[src/hw/itf_defines.svh]
// Register map, field layout, reset values and filter coefficients
`ifndef ITF_DEFINES_SVH
`define ITF_DEFINES_SVH

// ----------------------------------------------------------------
// Register indices and byte addresses
// ----------------------------------------------------------------
`define ITF_IDX_TARGET 4'h0
`define ITF_IDX_SETUP 4'h1
`define ITF_IDX_STATUS 4'h2
`define ITF_ADDR_TARGET 6'h00
`define ITF_ADDR_SETUP 6'h04
`define ITF_ADDR_STATUS 6'h08

// ----------------------------------------------------------------
// Field positions and reset values
// ----------------------------------------------------------------
`define ITF_TARGET_MSB 9
`define ITF_FB1_LSB 0
`define ITF_FB2_LSB 2
`define ITF_AVG_BIT 4
`define ITF_BYP_BIT 5
`define ITF_PRE_LSB 6
`define ITF_SETUP_MSB 8
`define ITF_TARGET_RST 16'h0000
`define ITF_SETUP_RST 16'h0000
`define ITF_FULL_SCALE 10'h3FF

// ----------------------------------------------------------------
// One-pole coefficients, Q0.8, at a 100 kHz sample rate
// ----------------------------------------------------------------
`define ITF_FB_A0 8'h27
`define ITF_FB_A1 8'h34
`define ITF_FB_A2 8'h47
`define ITF_FB_A3 8'h65
`define ITF_PRE_A0 8'h0E
`define ITF_PRE_A1 8'h14
`define ITF_PRE_A2 8'h18
`define ITF_PRE_A3 8'h1E
`define ITF_PRE_A4 8'h27
`define ITF_PRE_A5 8'h2F
`define ITF_PRE_A6 8'h39

`endif

[src/hw/itf_pkg.sv]
// Shared types of the iris target filter block
package itf_pkg;
   typedef logic [9:0] itf_level_t;
   typedef logic signed [10:0] itf_err_t;
   typedef enum logic [1:0]
   {
      ITF_RESP_OKAY = 2'b00,
      ITF_RESP_SLVERR = 2'b10
   } itf_resp_e;
endpackage

[src/hw/itf_lpf.sv]
// One-pole low-pass stage, coefficient chosen by the caller
`timescale 1ns/100ps
module itf_lpf
   import itf_pkg::*;
(
   // Clock and reset
   input wire logic aclk,
   input wire logic aresetn,
   // Coefficient
   input wire logic [7:0] alpha,
   // Sample in
   input wire logic in_valid,
   input wire itf_err_t x,
   // Sample out
   output logic out_valid,
   output itf_err_t y
);
   logic signed [18:0] s_q;
   logic signed [18:0] s_d;
   logic signed [19:0] diff;
   logic signed [28:0] prod;
   logic out_valid_q;

   // State moves by alpha times the remaining distance
   // Sign of a negative error is kept when widened
   assign diff = 20'($signed({x, 8'h00})) - 20'(s_q);
   assign prod = diff * $signed({1'b0, alpha});
   assign s_d = s_q + $signed(prod[26:8]);

   always_ff @(posedge aclk)
   begin
      if (!aresetn)
      begin
         s_q <= 19'h00000;
         out_valid_q <= 1'b0;
      end
      else
      begin
         out_valid_q <= in_valid;
         if (in_valid)
            s_q <= s_d;
      end
   end

   assign out_valid = out_valid_q;
   assign y = s_q[18:8];
endmodule // itf_lpf

[src/hw/itf_mavg.sv]
// Moving average of the iris target over four or eight samples
`timescale 1ns/100ps
module itf_mavg
   import itf_pkg::*;
(
   // Clock and reset
   input wire logic aclk,
   input wire logic aresetn,
   // Sample strobe and value
   input wire logic in_valid,
   input wire itf_level_t x,
   input wire logic depth_four,
   // Averaged value
   output itf_level_t avg
);
   itf_level_t tap_q [8];
   logic [12:0] sum8;
   logic [11:0] sum4;
   itf_level_t avg_q;

   genvar i;
   generate
      for (i = 0; i < 8; i++)
      begin : g_tap
         always_ff @(posedge aclk)
         begin
            if (!aresetn)
               tap_q[i] <= 10'h000;
            else if (in_valid)
               tap_q[i] <= (i == 0) ? x : tap_q[(i == 0) ? 0 : i - 1];
         end
      end
   endgenerate

   assign sum4 = 12'(tap_q[0]) + 12'(tap_q[1]) + 12'(tap_q[2])
      + 12'(tap_q[3]);
   assign sum8 = 13'(sum4) + 13'(tap_q[4]) + 13'(tap_q[5])
      + 13'(tap_q[6]) + 13'(tap_q[7]);

   always_ff @(posedge aclk)
   begin
      if (!aresetn)
         avg_q <= 10'h000;
      else
         avg_q <= depth_four ? sum4[11:2] : sum8[12:3];
   end

   assign avg = avg_q;
endmodule // itf_mavg

[src/hw/itf_top.sv]
// Iris target and feedback filter front end with AXI4-Lite registers
//
// Notes on behaviour
// RULE_01: Hold 10-bit target n meaning ADC level reference times n/1023.
// RULE_02: Feedback stage one cut-off from 2-bit code: 2600/3600/5200/8000 Hz.
// RULE_03: Feedback stage two has its own code with the same four settings.
// RULE_04: Software normally picks code 0 for both feedback stages.
// RULE_05: Target moving average depth: bit 0 gives 8 values, 1 gives 4.
// RULE_06: Bypass bit 0 inserts the pre-controller low-pass, 1 skips it.
// RULE_07: Software keeps pre-controller filter on unless ringing appears.
// RULE_08: Pre-controller cut-off code 0..6 gives 900 to 4000 Hz; 7 banned.
// RULE_09: Software normally uses code 0 and never writes code 7.
// RULE_10: Error uses averaged target and filtered feedback, per ADC sample.
`timescale 1ns/100ps
`include "itf_defines.svh"
module itf_top
   import itf_pkg::*;
(
   // Clock and reset
   input wire logic aclk,
   input wire logic aresetn,
   // AXI4-Lite write address
   input wire logic awvalid,
   output logic awready,
   input wire logic [31:0] awaddr,
   input wire logic [2:0] awprot,
   // AXI4-Lite write data
   input wire logic wvalid,
   output logic wready,
   input wire logic [31:0] wdata,
   input wire logic [3:0] wstrb,
   // AXI4-Lite write response
   output logic bvalid,
   input wire logic bready,
   output logic [1:0] bresp,
   // AXI4-Lite read address
   input wire logic arvalid,
   output logic arready,
   input wire logic [31:0] araddr,
   input wire logic [2:0] arprot,
   // AXI4-Lite read data
   output logic rvalid,
   input wire logic rready,
   output logic [31:0] rdata,
   output logic [1:0] rresp,
   // ADC samples from the converter logic
   input wire logic adc_valid,
   input wire itf_level_t adc_sample,
   // Error towards the PID controller
   output logic pid_error_valid,
   output itf_err_t pid_error
);
   // ----------------------------------------------------------------
   // Register storage
   // ----------------------------------------------------------------
   logic [15:0] target_q;
   logic [15:0] setup_q;

   // ----------------------------------------------------------------
   // Write channel
   // ----------------------------------------------------------------
   logic aw_hold_q, aw_hold_d, w_hold_q, w_hold_d;
   logic awready_q, wready_q, bvalid_q;
   logic aw_take, w_take, wr_fire, wr_target, wr_setup, wr_hit;
   logic [5:0] waddr_q;
   logic [1:0] wstrb_q, bresp_q;
   logic [15:0] wdata_q, wmask, target_wr, setup_wr;

   assign aw_take = awvalid && awready_q;
   assign w_take = wvalid && wready_q;
   assign wr_fire = aw_hold_q && w_hold_q && !bvalid_q;
   assign aw_hold_d = (aw_hold_q || aw_take) && !wr_fire;
   assign w_hold_d = (w_hold_q || w_take) && !wr_fire;
   assign wr_target = (waddr_q == `ITF_ADDR_TARGET);
   assign wr_setup = (waddr_q == `ITF_ADDR_SETUP);
   assign wr_hit = wr_target || wr_setup;
   assign wmask = {{8{wstrb_q[1]}}, {8{wstrb_q[0]}}};
   // RULE_01: ten-bit target
   assign target_wr = ((target_q & ~wmask) | (wdata_q & wmask))
      & {6'h00, `ITF_FULL_SCALE};
   assign setup_wr = ((setup_q & ~wmask) | (wdata_q & wmask))
      & 16'h01FF;

   always_ff @(posedge aclk)
   begin
      if (!aresetn)
      begin
         aw_hold_q <= 1'b0;
         w_hold_q <= 1'b0;
         awready_q <= 1'b0;
         wready_q <= 1'b0;
         waddr_q <= 6'h00;
         wdata_q <= 16'h0000;
         wstrb_q <= 2'b00;
      end
      else
      begin
         aw_hold_q <= aw_hold_d;
         w_hold_q <= w_hold_d;
         awready_q <= !aw_hold_d;
         wready_q <= !w_hold_d;
         if (aw_take)
            waddr_q <= {awaddr[5:2], 2'b00};
         if (w_take)
         begin
            wdata_q <= wdata[15:0];
            wstrb_q <= wstrb[1:0];
         end
      end
   end

   always_ff @(posedge aclk)
   begin
      if (!aresetn)
      begin
         bvalid_q <= 1'b0;
         bresp_q <= ITF_RESP_OKAY;
      end
      else if (wr_fire)
      begin
         bvalid_q <= 1'b1;
         bresp_q <= wr_hit ? ITF_RESP_OKAY : ITF_RESP_SLVERR;
      end
      else if (bready)
         bvalid_q <= 1'b0;
   end

   always_ff @(posedge aclk)
   begin
      if (!aresetn)
      begin
         target_q <= `ITF_TARGET_RST;
         setup_q <= `ITF_SETUP_RST;
      end
      else if (wr_fire)
      begin
         if (wr_target)
            target_q <= target_wr;
         if (wr_setup)
            setup_q <= setup_wr;
      end
   end

   // ----------------------------------------------------------------
   // Read channel
   // ----------------------------------------------------------------
   logic ar_hold_q, ar_hold_d, arready_q, rvalid_q, ar_take, rd_fire;
   logic rd_target, rd_setup, rd_status;
   logic [5:0] raddr_q;
   logic [1:0] rresp_q;
   logic [31:0] rdata_q, rd_word, status_word;

   assign ar_take = arvalid && arready_q;
   assign rd_fire = ar_hold_q && !rvalid_q;
   assign ar_hold_d = (ar_hold_q || ar_take) && !rd_fire;
   assign rd_target = (raddr_q == `ITF_ADDR_TARGET);
   assign rd_setup = (raddr_q == `ITF_ADDR_SETUP);
   assign rd_status = (raddr_q == `ITF_ADDR_STATUS);

   always_ff @(posedge aclk)
   begin
      if (!aresetn)
      begin
         ar_hold_q <= 1'b0;
         arready_q <= 1'b0;
         raddr_q <= 6'h00;
      end
      else
      begin
         ar_hold_q <= ar_hold_d;
         arready_q <= !ar_hold_d;
         if (ar_take)
            raddr_q <= {araddr[5:2], 2'b00};
      end
   end

   always_ff @(posedge aclk)
   begin
      if (!aresetn)
      begin
         rvalid_q <= 1'b0;
         rdata_q <= 32'h00000000;
         rresp_q <= ITF_RESP_OKAY;
      end
      else if (rd_fire)
      begin
         rvalid_q <= 1'b1;
         rdata_q <= rd_word;
         rresp_q <= (rd_target || rd_setup || rd_status)
            ? ITF_RESP_OKAY : ITF_RESP_SLVERR;
      end
      else if (rready)
         rvalid_q <= 1'b0;
   end

   // ----------------------------------------------------------------
   // Filter controls decoded from the setup register
   // ----------------------------------------------------------------
   logic [1:0] fb1_code, fb2_code;
   logic [2:0] pre_code;
   logic avg_four, pre_bypass;
   logic [7:0] fb1_alpha, fb2_alpha, pre_alpha;

   assign fb1_code = setup_q[`ITF_FB1_LSB +: 2];
   assign fb2_code = setup_q[`ITF_FB2_LSB +: 2];
   assign pre_code = setup_q[`ITF_PRE_LSB +: 3];
   assign avg_four = setup_q[`ITF_AVG_BIT];
   assign pre_bypass = setup_q[`ITF_BYP_BIT];

   // RULE_02: stage one cut-off
   assign fb1_alpha = (fb1_code == 2'd0) ? `ITF_FB_A0 :
      (fb1_code == 2'd1) ? `ITF_FB_A1 :
      (fb1_code == 2'd2) ? `ITF_FB_A2 : `ITF_FB_A3;
   // RULE_03: stage two cut-off
   assign fb2_alpha = (fb2_code == 2'd0) ? `ITF_FB_A0 :
      (fb2_code == 2'd1) ? `ITF_FB_A1 :
      (fb2_code == 2'd2) ? `ITF_FB_A2 : `ITF_FB_A3;
   // RULE_08: pre-controller cut-off, banned code held at top setting
   assign pre_alpha = (pre_code == 3'd0) ? `ITF_PRE_A0 :
      (pre_code == 3'd1) ? `ITF_PRE_A1 :
      (pre_code == 3'd2) ? `ITF_PRE_A2 :
      (pre_code == 3'd3) ? `ITF_PRE_A3 :
      (pre_code == 3'd4) ? `ITF_PRE_A4 :
      (pre_code == 3'd5) ? `ITF_PRE_A5 : `ITF_PRE_A6;

   // ----------------------------------------------------------------
   // Signal path
   // ----------------------------------------------------------------
   itf_level_t avg_target;
   logic fb1_valid, fb2_valid, err_valid_q, pre_valid, pid_valid_q;
   itf_err_t fb1_y, fb2_y, err_q, pre_y, pid_error_q;

   // RULE_05: target average per ADC sample
   itf_mavg u_mavg
   (
      .aclk(aclk),
      .aresetn(aresetn),
      .in_valid(adc_valid),
      .x(target_q[`ITF_TARGET_MSB:0]),
      .depth_four(avg_four),
      .avg(avg_target)
   );

   itf_lpf u_fb1
   (
      .aclk(aclk),
      .aresetn(aresetn),
      .alpha(fb1_alpha),
      .in_valid(adc_valid),
      .x({1'b0, adc_sample}),
      .out_valid(fb1_valid),
      .y(fb1_y)
   );

   itf_lpf u_fb2
   (
      .aclk(aclk),
      .aresetn(aresetn),
      .alpha(fb2_alpha),
      .in_valid(fb1_valid),
      .x(fb1_y),
      .out_valid(fb2_valid),
      .y(fb2_y)
   );

   // RULE_10: error from averaged target and filtered feedback
   always_ff @(posedge aclk)
   begin
      if (!aresetn)
      begin
         err_valid_q <= 1'b0;
         err_q <= 11'h000;
      end
      else
      begin
         err_valid_q <= fb2_valid;
         if (fb2_valid)
            err_q <= $signed({1'b0, avg_target}) - fb2_y;
      end
   end

   itf_lpf u_pre
   (
      .aclk(aclk),
      .aresetn(aresetn),
      .alpha(pre_alpha),
      .in_valid(err_valid_q),
      .x(err_q),
      .out_valid(pre_valid),
      .y(pre_y)
   );

   // RULE_06: bypass selects raw or filtered error
   always_ff @(posedge aclk)
   begin
      if (!aresetn)
      begin
         pid_valid_q <= 1'b0;
         pid_error_q <= 11'h000;
      end
      else
      begin
         pid_valid_q <= pre_valid;
         if (pre_valid)
            pid_error_q <= pre_bypass ? err_q : pre_y;
      end
   end

   // ----------------------------------------------------------------
   // Read data selection
   // ----------------------------------------------------------------
   assign status_word = {6'h00, avg_target, 5'h00, fb2_y};
   assign rd_word = rd_target ? {16'h0000, target_q} :
      rd_setup ? {16'h0000, setup_q} :
      rd_status ? status_word : 32'h00000000;

   // ----------------------------------------------------------------
   // Outputs
   // ----------------------------------------------------------------
   assign awready = awready_q;
   assign wready = wready_q;
   assign bvalid = bvalid_q;
   assign bresp = bresp_q;
   assign arready = arready_q;
   assign rvalid = rvalid_q;
   assign rdata = rdata_q;
   assign rresp = rresp_q;
   assign pid_error_valid = pid_valid_q;
   assign pid_error = pid_error_q;
endmodule // itf_top

[config.mk]
export PLATFORM = sky130hd
export DESIGN_NAME = itf_top
export DESIGN_NICKNAME = d
export VERILOG_FILES = /design/src/hw/itf_pkg.sv /design/src/hw/itf_lpf.sv /design/src/hw/itf_mavg.sv /design/src/hw/itf_top.sv
export VERILOG_INCLUDE_DIRS = /design/src /design/src/hw
export SDC_FILE = /design/constraint.sdc
export NUM_CORES = 2
export LEC_CHECK = 0
export BUFFER_PORTS_ARGS = -buffer_cell sky130_fd_sc_hd__buf_4
export CAP_MARGIN = 25
export CELL_PAD_IN_SITES_DETAIL_PLACEMENT = 2
export CELL_PAD_IN_SITES_GLOBAL_PLACEMENT = 2
export CORE_MARGIN = 4
export CORE_UTILIZATION = 43
export CTS_BUF_LIST = sky130_fd_sc_hd__clkbuf_4 sky130_fd_sc_hd__clkbuf_8
export DETAILED_ROUTE_END_ITERATION = 16
export MAX_ROUTING_LAYER = met4
export PLACE_DENSITY_LB_ADDON = 0.1
export SKIP_LAST_GASP = 1
export SLEW_MARGIN = 5
export SYNTH_ARGS = -nofsm -noshare
export SYNTH_HDL_FRONTEND = slang
export SYNTH_SLANG_ARGS = --single-unit
[constraint.sdc]
create_clock -name aclk -period 12.2 [get_ports aclk]
set_input_delay 0.61 -clock aclk [delete_from_list [all_inputs] [get_ports aclk]]
set_output_delay 0.61 -clock aclk [all_outputs]
set_load 0.01 [all_outputs]
After elaboration in Yosys (flattened, before gate mapping)
Memories as Yosys holds them, arrays and structs flattened.
Index checks and enable logic that the tools add are counted.
{"block": "word_totals", "input_bits": 124, "output_inout_bits": 53, "ff_bits": 177, "mem_bits_rw": 80, "n_memories": 1, "elab_cells": 138}
{"block": "op_classes", "bitwise_logic": 14, "mux": 35, "n_mul": 3, "n_addsub": 14, "n_eq_ne": 12, "reduce_logical": 31}
{"name": "u_mavg.tap_q", "words": 8, "word_bits": 10, "rd": 8, "rd_ports_with_merged_regs": 0, "write_ports": 8, "line_no": "itf_mavg.sv:16", "source": "itf_level_t tap_q [8];"}
{"cell": "10-bit two-way mux", "n": 9}
{"cell": "26-bit two-way mux", "n": 3}
{"cell": "19-bit by 19-bit subtractor with 20-bit output", "n": 3}
{"cell": "19-bit adder", "n": 3}
{"cell": "20-bit by 8-bit multiplier with 27-bit output", "n": 2}
{"cell": "13-bit by 10-bit adder with 13-bit output", "n": 3}
{"cell": "6-bit two-way mux", "n": 6}
{"cell": "7-bit two-way mux", "n": 4}
{"cell": "20-bit by 7-bit multiplier with 27-bit output", "n": 1}
{"cell": "12-bit by 10-bit adder with 12-bit output", "n": 2}
{"cell": "10-bit bitwise AND", "n": 2}
{"cell": "12-bit by 10-bit adder with 13-bit output", "n": 1}
{"cell": "6-bit zero test", "n": 2}
{"cell": "10-bit by 10-bit adder with 11-bit output", "n": 1}
{"cell": "11-bit two-way mux", "n": 1}
{"cell": "11-bit subtractor", "n": 1}
{"cell": "5-bit two-way mux", "n": 2}
{"cell": "10-bit inverter", "n": 1}
{"cell": "10-bit OR", "n": 1}
{"cell": "9-bit bitwise AND", "n": 1}
{"cell": "1-bit logical AND", "n": 9}
{"cell": "9-bit OR", "n": 1}
{"cell": "4-bit by 1-bit == test with 1-bit output (second input constant)", "n": 2}
{"cell": "1-bit two-way mux", "n": 8}
{"cell": "other kinds (14)", "n": 40}

Longest topological paths before layout
{"block": "depth", "word_depth": 9, "mapped_depth": 37, "ltp_nobuf": 36}

Hierarchy
Synthesis repeated with hierarchy kept, for this count alone.
{"block": "unflattened", "hier_cells": 3539, "hier_area_um2": 31961.9}
{"module": "itf_lpf (u_fb2)", "n_inst": 1, "area_each_um2": 7392.1, "cells_each": 882}
{"module": "itf_lpf (u_pre)", "n_inst": 1, "area_each_um2": 7373.3, "cells_each": 867}
{"module": "itf_lpf (u_fb1)", "n_inst": 1, "area_each_um2": 7362.1, "cells_each": 879}
{"module": "itf_mavg", "n_inst": 1, "area_each_um2": 5475.3, "cells_each": 434}
{"module": "itf_top", "n_inst": 1, "area_each_um2": 4359.2, "cells_each": 477}

Worst setup path after synthesis
Ideal clock, no wire load.
{"block": "synth_path", "path_type": "register -> register", "start": "register u_pre.s_q[0]", "end": "register u_pre.s_q[18]", "setup_time_ns": 0.128, "stages_incl_launch_ff": 36, "arrival_time_ns": 7.620, "period_less_slack_ns": 7.748, "slack_ns": 4.452, "t_required_ns": 12.072, "cell_sequence": "dfxtp_1 -> inv_1 -> ha_1 -> a41o_1 -> a21o_1 -> a21o_1 -> a21o_1 -> a22o_1 -> o41ai_1 -> xnor2_1 -> nor2b_1 -> fa_1 -> fa_1 -> fa_1 -> inv_1 -> fa_1 -> inv_1 -> ha_1 -> a21oi_1 -> nand2_1 -> or4_1 -> o211a_1 -> o21ai_0 -> nand2b_1 -> and2_1 -> o21a_1 -> o21ai_0 -> a21oi_1 -> ha_1 -> nand2_1 -> o41ai_1 -> a21oi_1 -> nor2_1 -> mux2i_1 -> xnor2_1 -> nor2_1"}
{"block": "synth_between", "elab_chain_len": 3}
{"item": "from (decl)", "line_no": "itf_lpf.sv:18", "source": "logic signed [18:0] s_q;"}
{"item": "from (signal assigned)", "line_no": "itf_lpf.sv:34", "source": "s_q <= 19'h00000;"}
{"item": "from (signal assigned)", "line_no": "itf_lpf.sv:41", "source": "s_q <= s_d;"}
{"item": "19-bit by 19-bit subtractor with 20-bit output", "line_no": "itf_lpf.sv:26", "source": "assign diff = 20'($signed({x, 8'h00})) - 20'(s_q);"}
{"item": "20-bit by 7-bit multiplier with 27-bit output", "line_no": "itf_lpf.sv:27", "source": "assign prod = diff * $signed({1'b0, alpha});"}
{"item": "19-bit adder (*)", "line_no": "itf_lpf.sv:28", "source": "assign s_d = s_q + $signed(prod[26:8]);"}
Every way passes the cells marked *; elsewhere a longest branch is shown, timed or not.
A chain may end at the register's enable or synchronous reset.

Final worst setup path
Same ends and word-level chain as after synthesis.

==> flow_summary.toml <==
[outcome]
outcome = "completed"

[hold_path]
worstHoldPathType = "input pin to register"
hold_path_end = "wdata_q[2]"
hold_start = "wdata[2]"
hold_path_depth = 3

[logic_synthesis]
synth-compound-area-share_pct = 10.3
ys_ff_latch = 244
syn_area_per_cell_um2 = 8.86
yosys.area_share.simple_pct = 15.8
synth.distinct_cells = 81
synth_top_family_by_area = "adder cells"
synth-xor-area-share_pct = 5.78
synthAdderAreaFrac_pct = 36.1
async_reset_ff_share_pct = 0
synth_area_mm2 = 0.0274
muxShareOfSynthArea_pct = 2.80
yosysWarnings = 0
ys_seq_area_share_pct = 20.8
synthFlopType = "dfxtp_1"
synth-edff-count = 80
netlist_instances = 3089

[setup_path]
timing.rr.end = "u_pre.s_q[18]"
crit_path_max_incr_delay_ns = 0.54
crit_start = "u_pre.s_q[0]"
critical_path_required_ns = 12.65
path_class = "register to register"
path_buf_inv = 3
crit_top_cell = "fa_1"
worstReg2RegStart = "u_pre.s_q[0]"
critical_path.max_fanout = 7
crit_family = "compound AO/OA/AOI/OAI gates"
crit_path_start_kind = "register"
reg2reg_depth = 35
arrival_ns = 9.65
critPathCaptureType = "register"
cp_slowest_cell = "fa_1"
reg2reg_slack_ns = 3.00

[route]
first_pass_iters = 5
met2_length_um = 45700
maxUsedRoutingLayer = "met4"
met1_length_um = 35700
vias_per_cell = 5.42
postRouteAntennaNets = 0
drc = 0
dr.first_iter.drc_count = 820
vias = 21800
wl_per_cell_um = 21.2
route.met3.wl_um = 2060
totalWireLength_um = 85100

[final_layout]
num_antenna_cells = 0
seq_area_mm2 = 0.00569
nFillCells = 6938
drive_gt1_share_pct = 6.87
multi_input_area_mm2 = 0.0194
area_growth_pct = 8.93
nNetsFinal = 3885

[clock_network]
h-tree-depth = 2
clockBufferDepth = 3
insertion_delay_ns = 0.61
root_buffer = "clkbuf_8"
cts_sinks = 244
cts_setup_buffers = 0
cts_buffers = 45
holdBufCountCts = 0
cts_resized = 0
cts_tree = "built"
clk_pin_slew_ns = 0.08

[timing]
finClkSkew_ns = 0.0278
finalCritPeriodShare_pct = 75.4
slew_violations = 0
finalSetupViolations = 0
rsz0062_at_grt = "false"
fmax_mhz = 109
period_minus_slack_ns = 9.20
tightest_slew_ns = 0.982
hold_viol_final = 0
max-slew-margin-rel_pct = 34.5
tns_ns = 0

[floorplanning]
core_mm2 = 0.0631
die_area_mm2 = 0.0678
start_util_pct = 43.4
die_w_um = 260
row_count = 92
die_y_um = 260
boundaryPins = 177

[global_route]
antenna_found_initial = 2
grt-ovfl-total = 0
grt_start_max_net_pins = 84
grtUsageTotal_pct = 26.1
grt_pass1_vias = 25500
grt_pass1_wl_um = 138000

[run]
drv_cap = 0

[place]
hpwl_um = 68200
gp_congestion = 0.857
port_buffers = 77
## cell type report
class / count / area share (%)
Clock buffer: 67 / 2.88
Clock inverter: 10 / 0.394
Inverter: 500 / 6.31
Multi-Input combinational cell: 2254 / 65.2
Sequential cell: 244 / 19.1
Tap cell: 846 / 3.55
Timing Repair Buffer: 100 / 2.65
## stage by stage
stage                     worst slack (ns)  hold slack, ns  cells  utilization [%]  instance area (um^2)
after floorplan                       4.45           0.436   3101                -                 27400
after global placement                3.45           0.444   3941             45.6                 28800
after detailed placement              3.01           0.453   3942             45.7                 28800
after CTS                             2.98           0.206   4019             47.2                 29800
after global routing                  2.33           0.226   4021             47.3                 29800
final                                 3.00           0.257   4021             47.3                 29800
## how the worst max path moves through the flow
| stage | to | slack (ns) | cells past startpoint |
|---|---|---|---|
| after floorplan | u_pre.s_q[18] | 4.45 | 35 |
| after global placement | u_pre.s_q[18] | 3.45 | 34 |
| after detailed placement | u_pre.s_q[18] | 3.01 | 35 |
| after CTS | u_pre.s_q[18] | 2.98 | 35 |
| after global routing | u_pre.s_q[18] | 2.33 | 35 |
| final | u_pre.s_q[18] | 3.00 | 35 |
## metal layers
layer	vias to the layer above	track usage (%)
li1	10200	-
met1	11300	30.7
met2	249	49.2
met3	105	1.74
met4	0	4.92
met5	-	-
## tightest hold or removal path: cells and delay by family
family,cells,cell delay [ns]
compound gates,1,0.05
buf+inv,1,0.11
simple gates,1,0.05
## logic make-up (layout without fill, tap and decap cells)
family                   Yosys count  in the layout
buffers and inverters            603            677
AND/OR/NAND/NOR                  938            938
other                              1             13
adder cells (fa/ha/maj)          616            616
multiplexers                      76             76
XOR/XNOR                         179            179
AO/OA/AOI/OAI                    432            432
flip-flops                       244            244
## sequential cells by signal (all words and copies together) (netlist names), 2 cells and up, named ones only
| signal | count |
|---|---|
| u_mavg.tap_q | 80 |
| rdata | 21 |
| wdata_q | 10 |
| u_mavg.avg | 10 |
| waddr_q | 4 |
| raddr_q | 4 |
| pid_error | 11 |
| u_fb2.s_q | 19 |
| u_fb1.s_q | 19 |
| wstrb_q | 2 |
| u_pre.s_q | 19 |
| err_q | 11 |
## cells in the mapped netlist (14+ instances only)
library cell  number  share of area [%]
inv_1            496                6.8
nor2_1           469                6.4
ha_1             326                 15
fa_1             290                 21
a21oi_1          176                3.2
dfxtp_1          164                 12
nand2_1          136                1.9
xnor2_1          130                4.2
clkbuf_1          83                1.1
edfxtp_1          80                8.8
mux2i_1           75                2.7
and3_1            70                1.6
nor3_1            60                1.1
o21ai_0           51               0.93
xor2_1            48                1.5
a21o_1            42                1.2
nand3_1           41               0.75
nand2b_1          28               0.64
and2_1            27               0.62
nor2b_1           24               0.55
o21bai_1          24               0.66
o21a_1            22               0.60
a211oi_1          16               0.44
or2_2             15               0.34
or3_1             14               0.32
## cells in the final DEF (no fill, tap or decap), types with 60 or more instances in the layout
master / netlist / final
xnor2_1: 130 / 130
a21oi_1: 176 / 176
dfxtp_1: 164 / 164
mux2i_1: 75 / 75
edfxtp_1: 80 / 80
inv_1: 496 / 495
ha_1: 326 / 326
nor3_1: 60 / 60
nand2_1: 136 / 136
and3_1: 70 / 70
fa_1: 290 / 290
buf_4: 13 / 98
nor2_1: 469 / 469
Power is not shown: default switching activity piles up to over one toggle a cycle in this logic, so the estimate is an artifact.
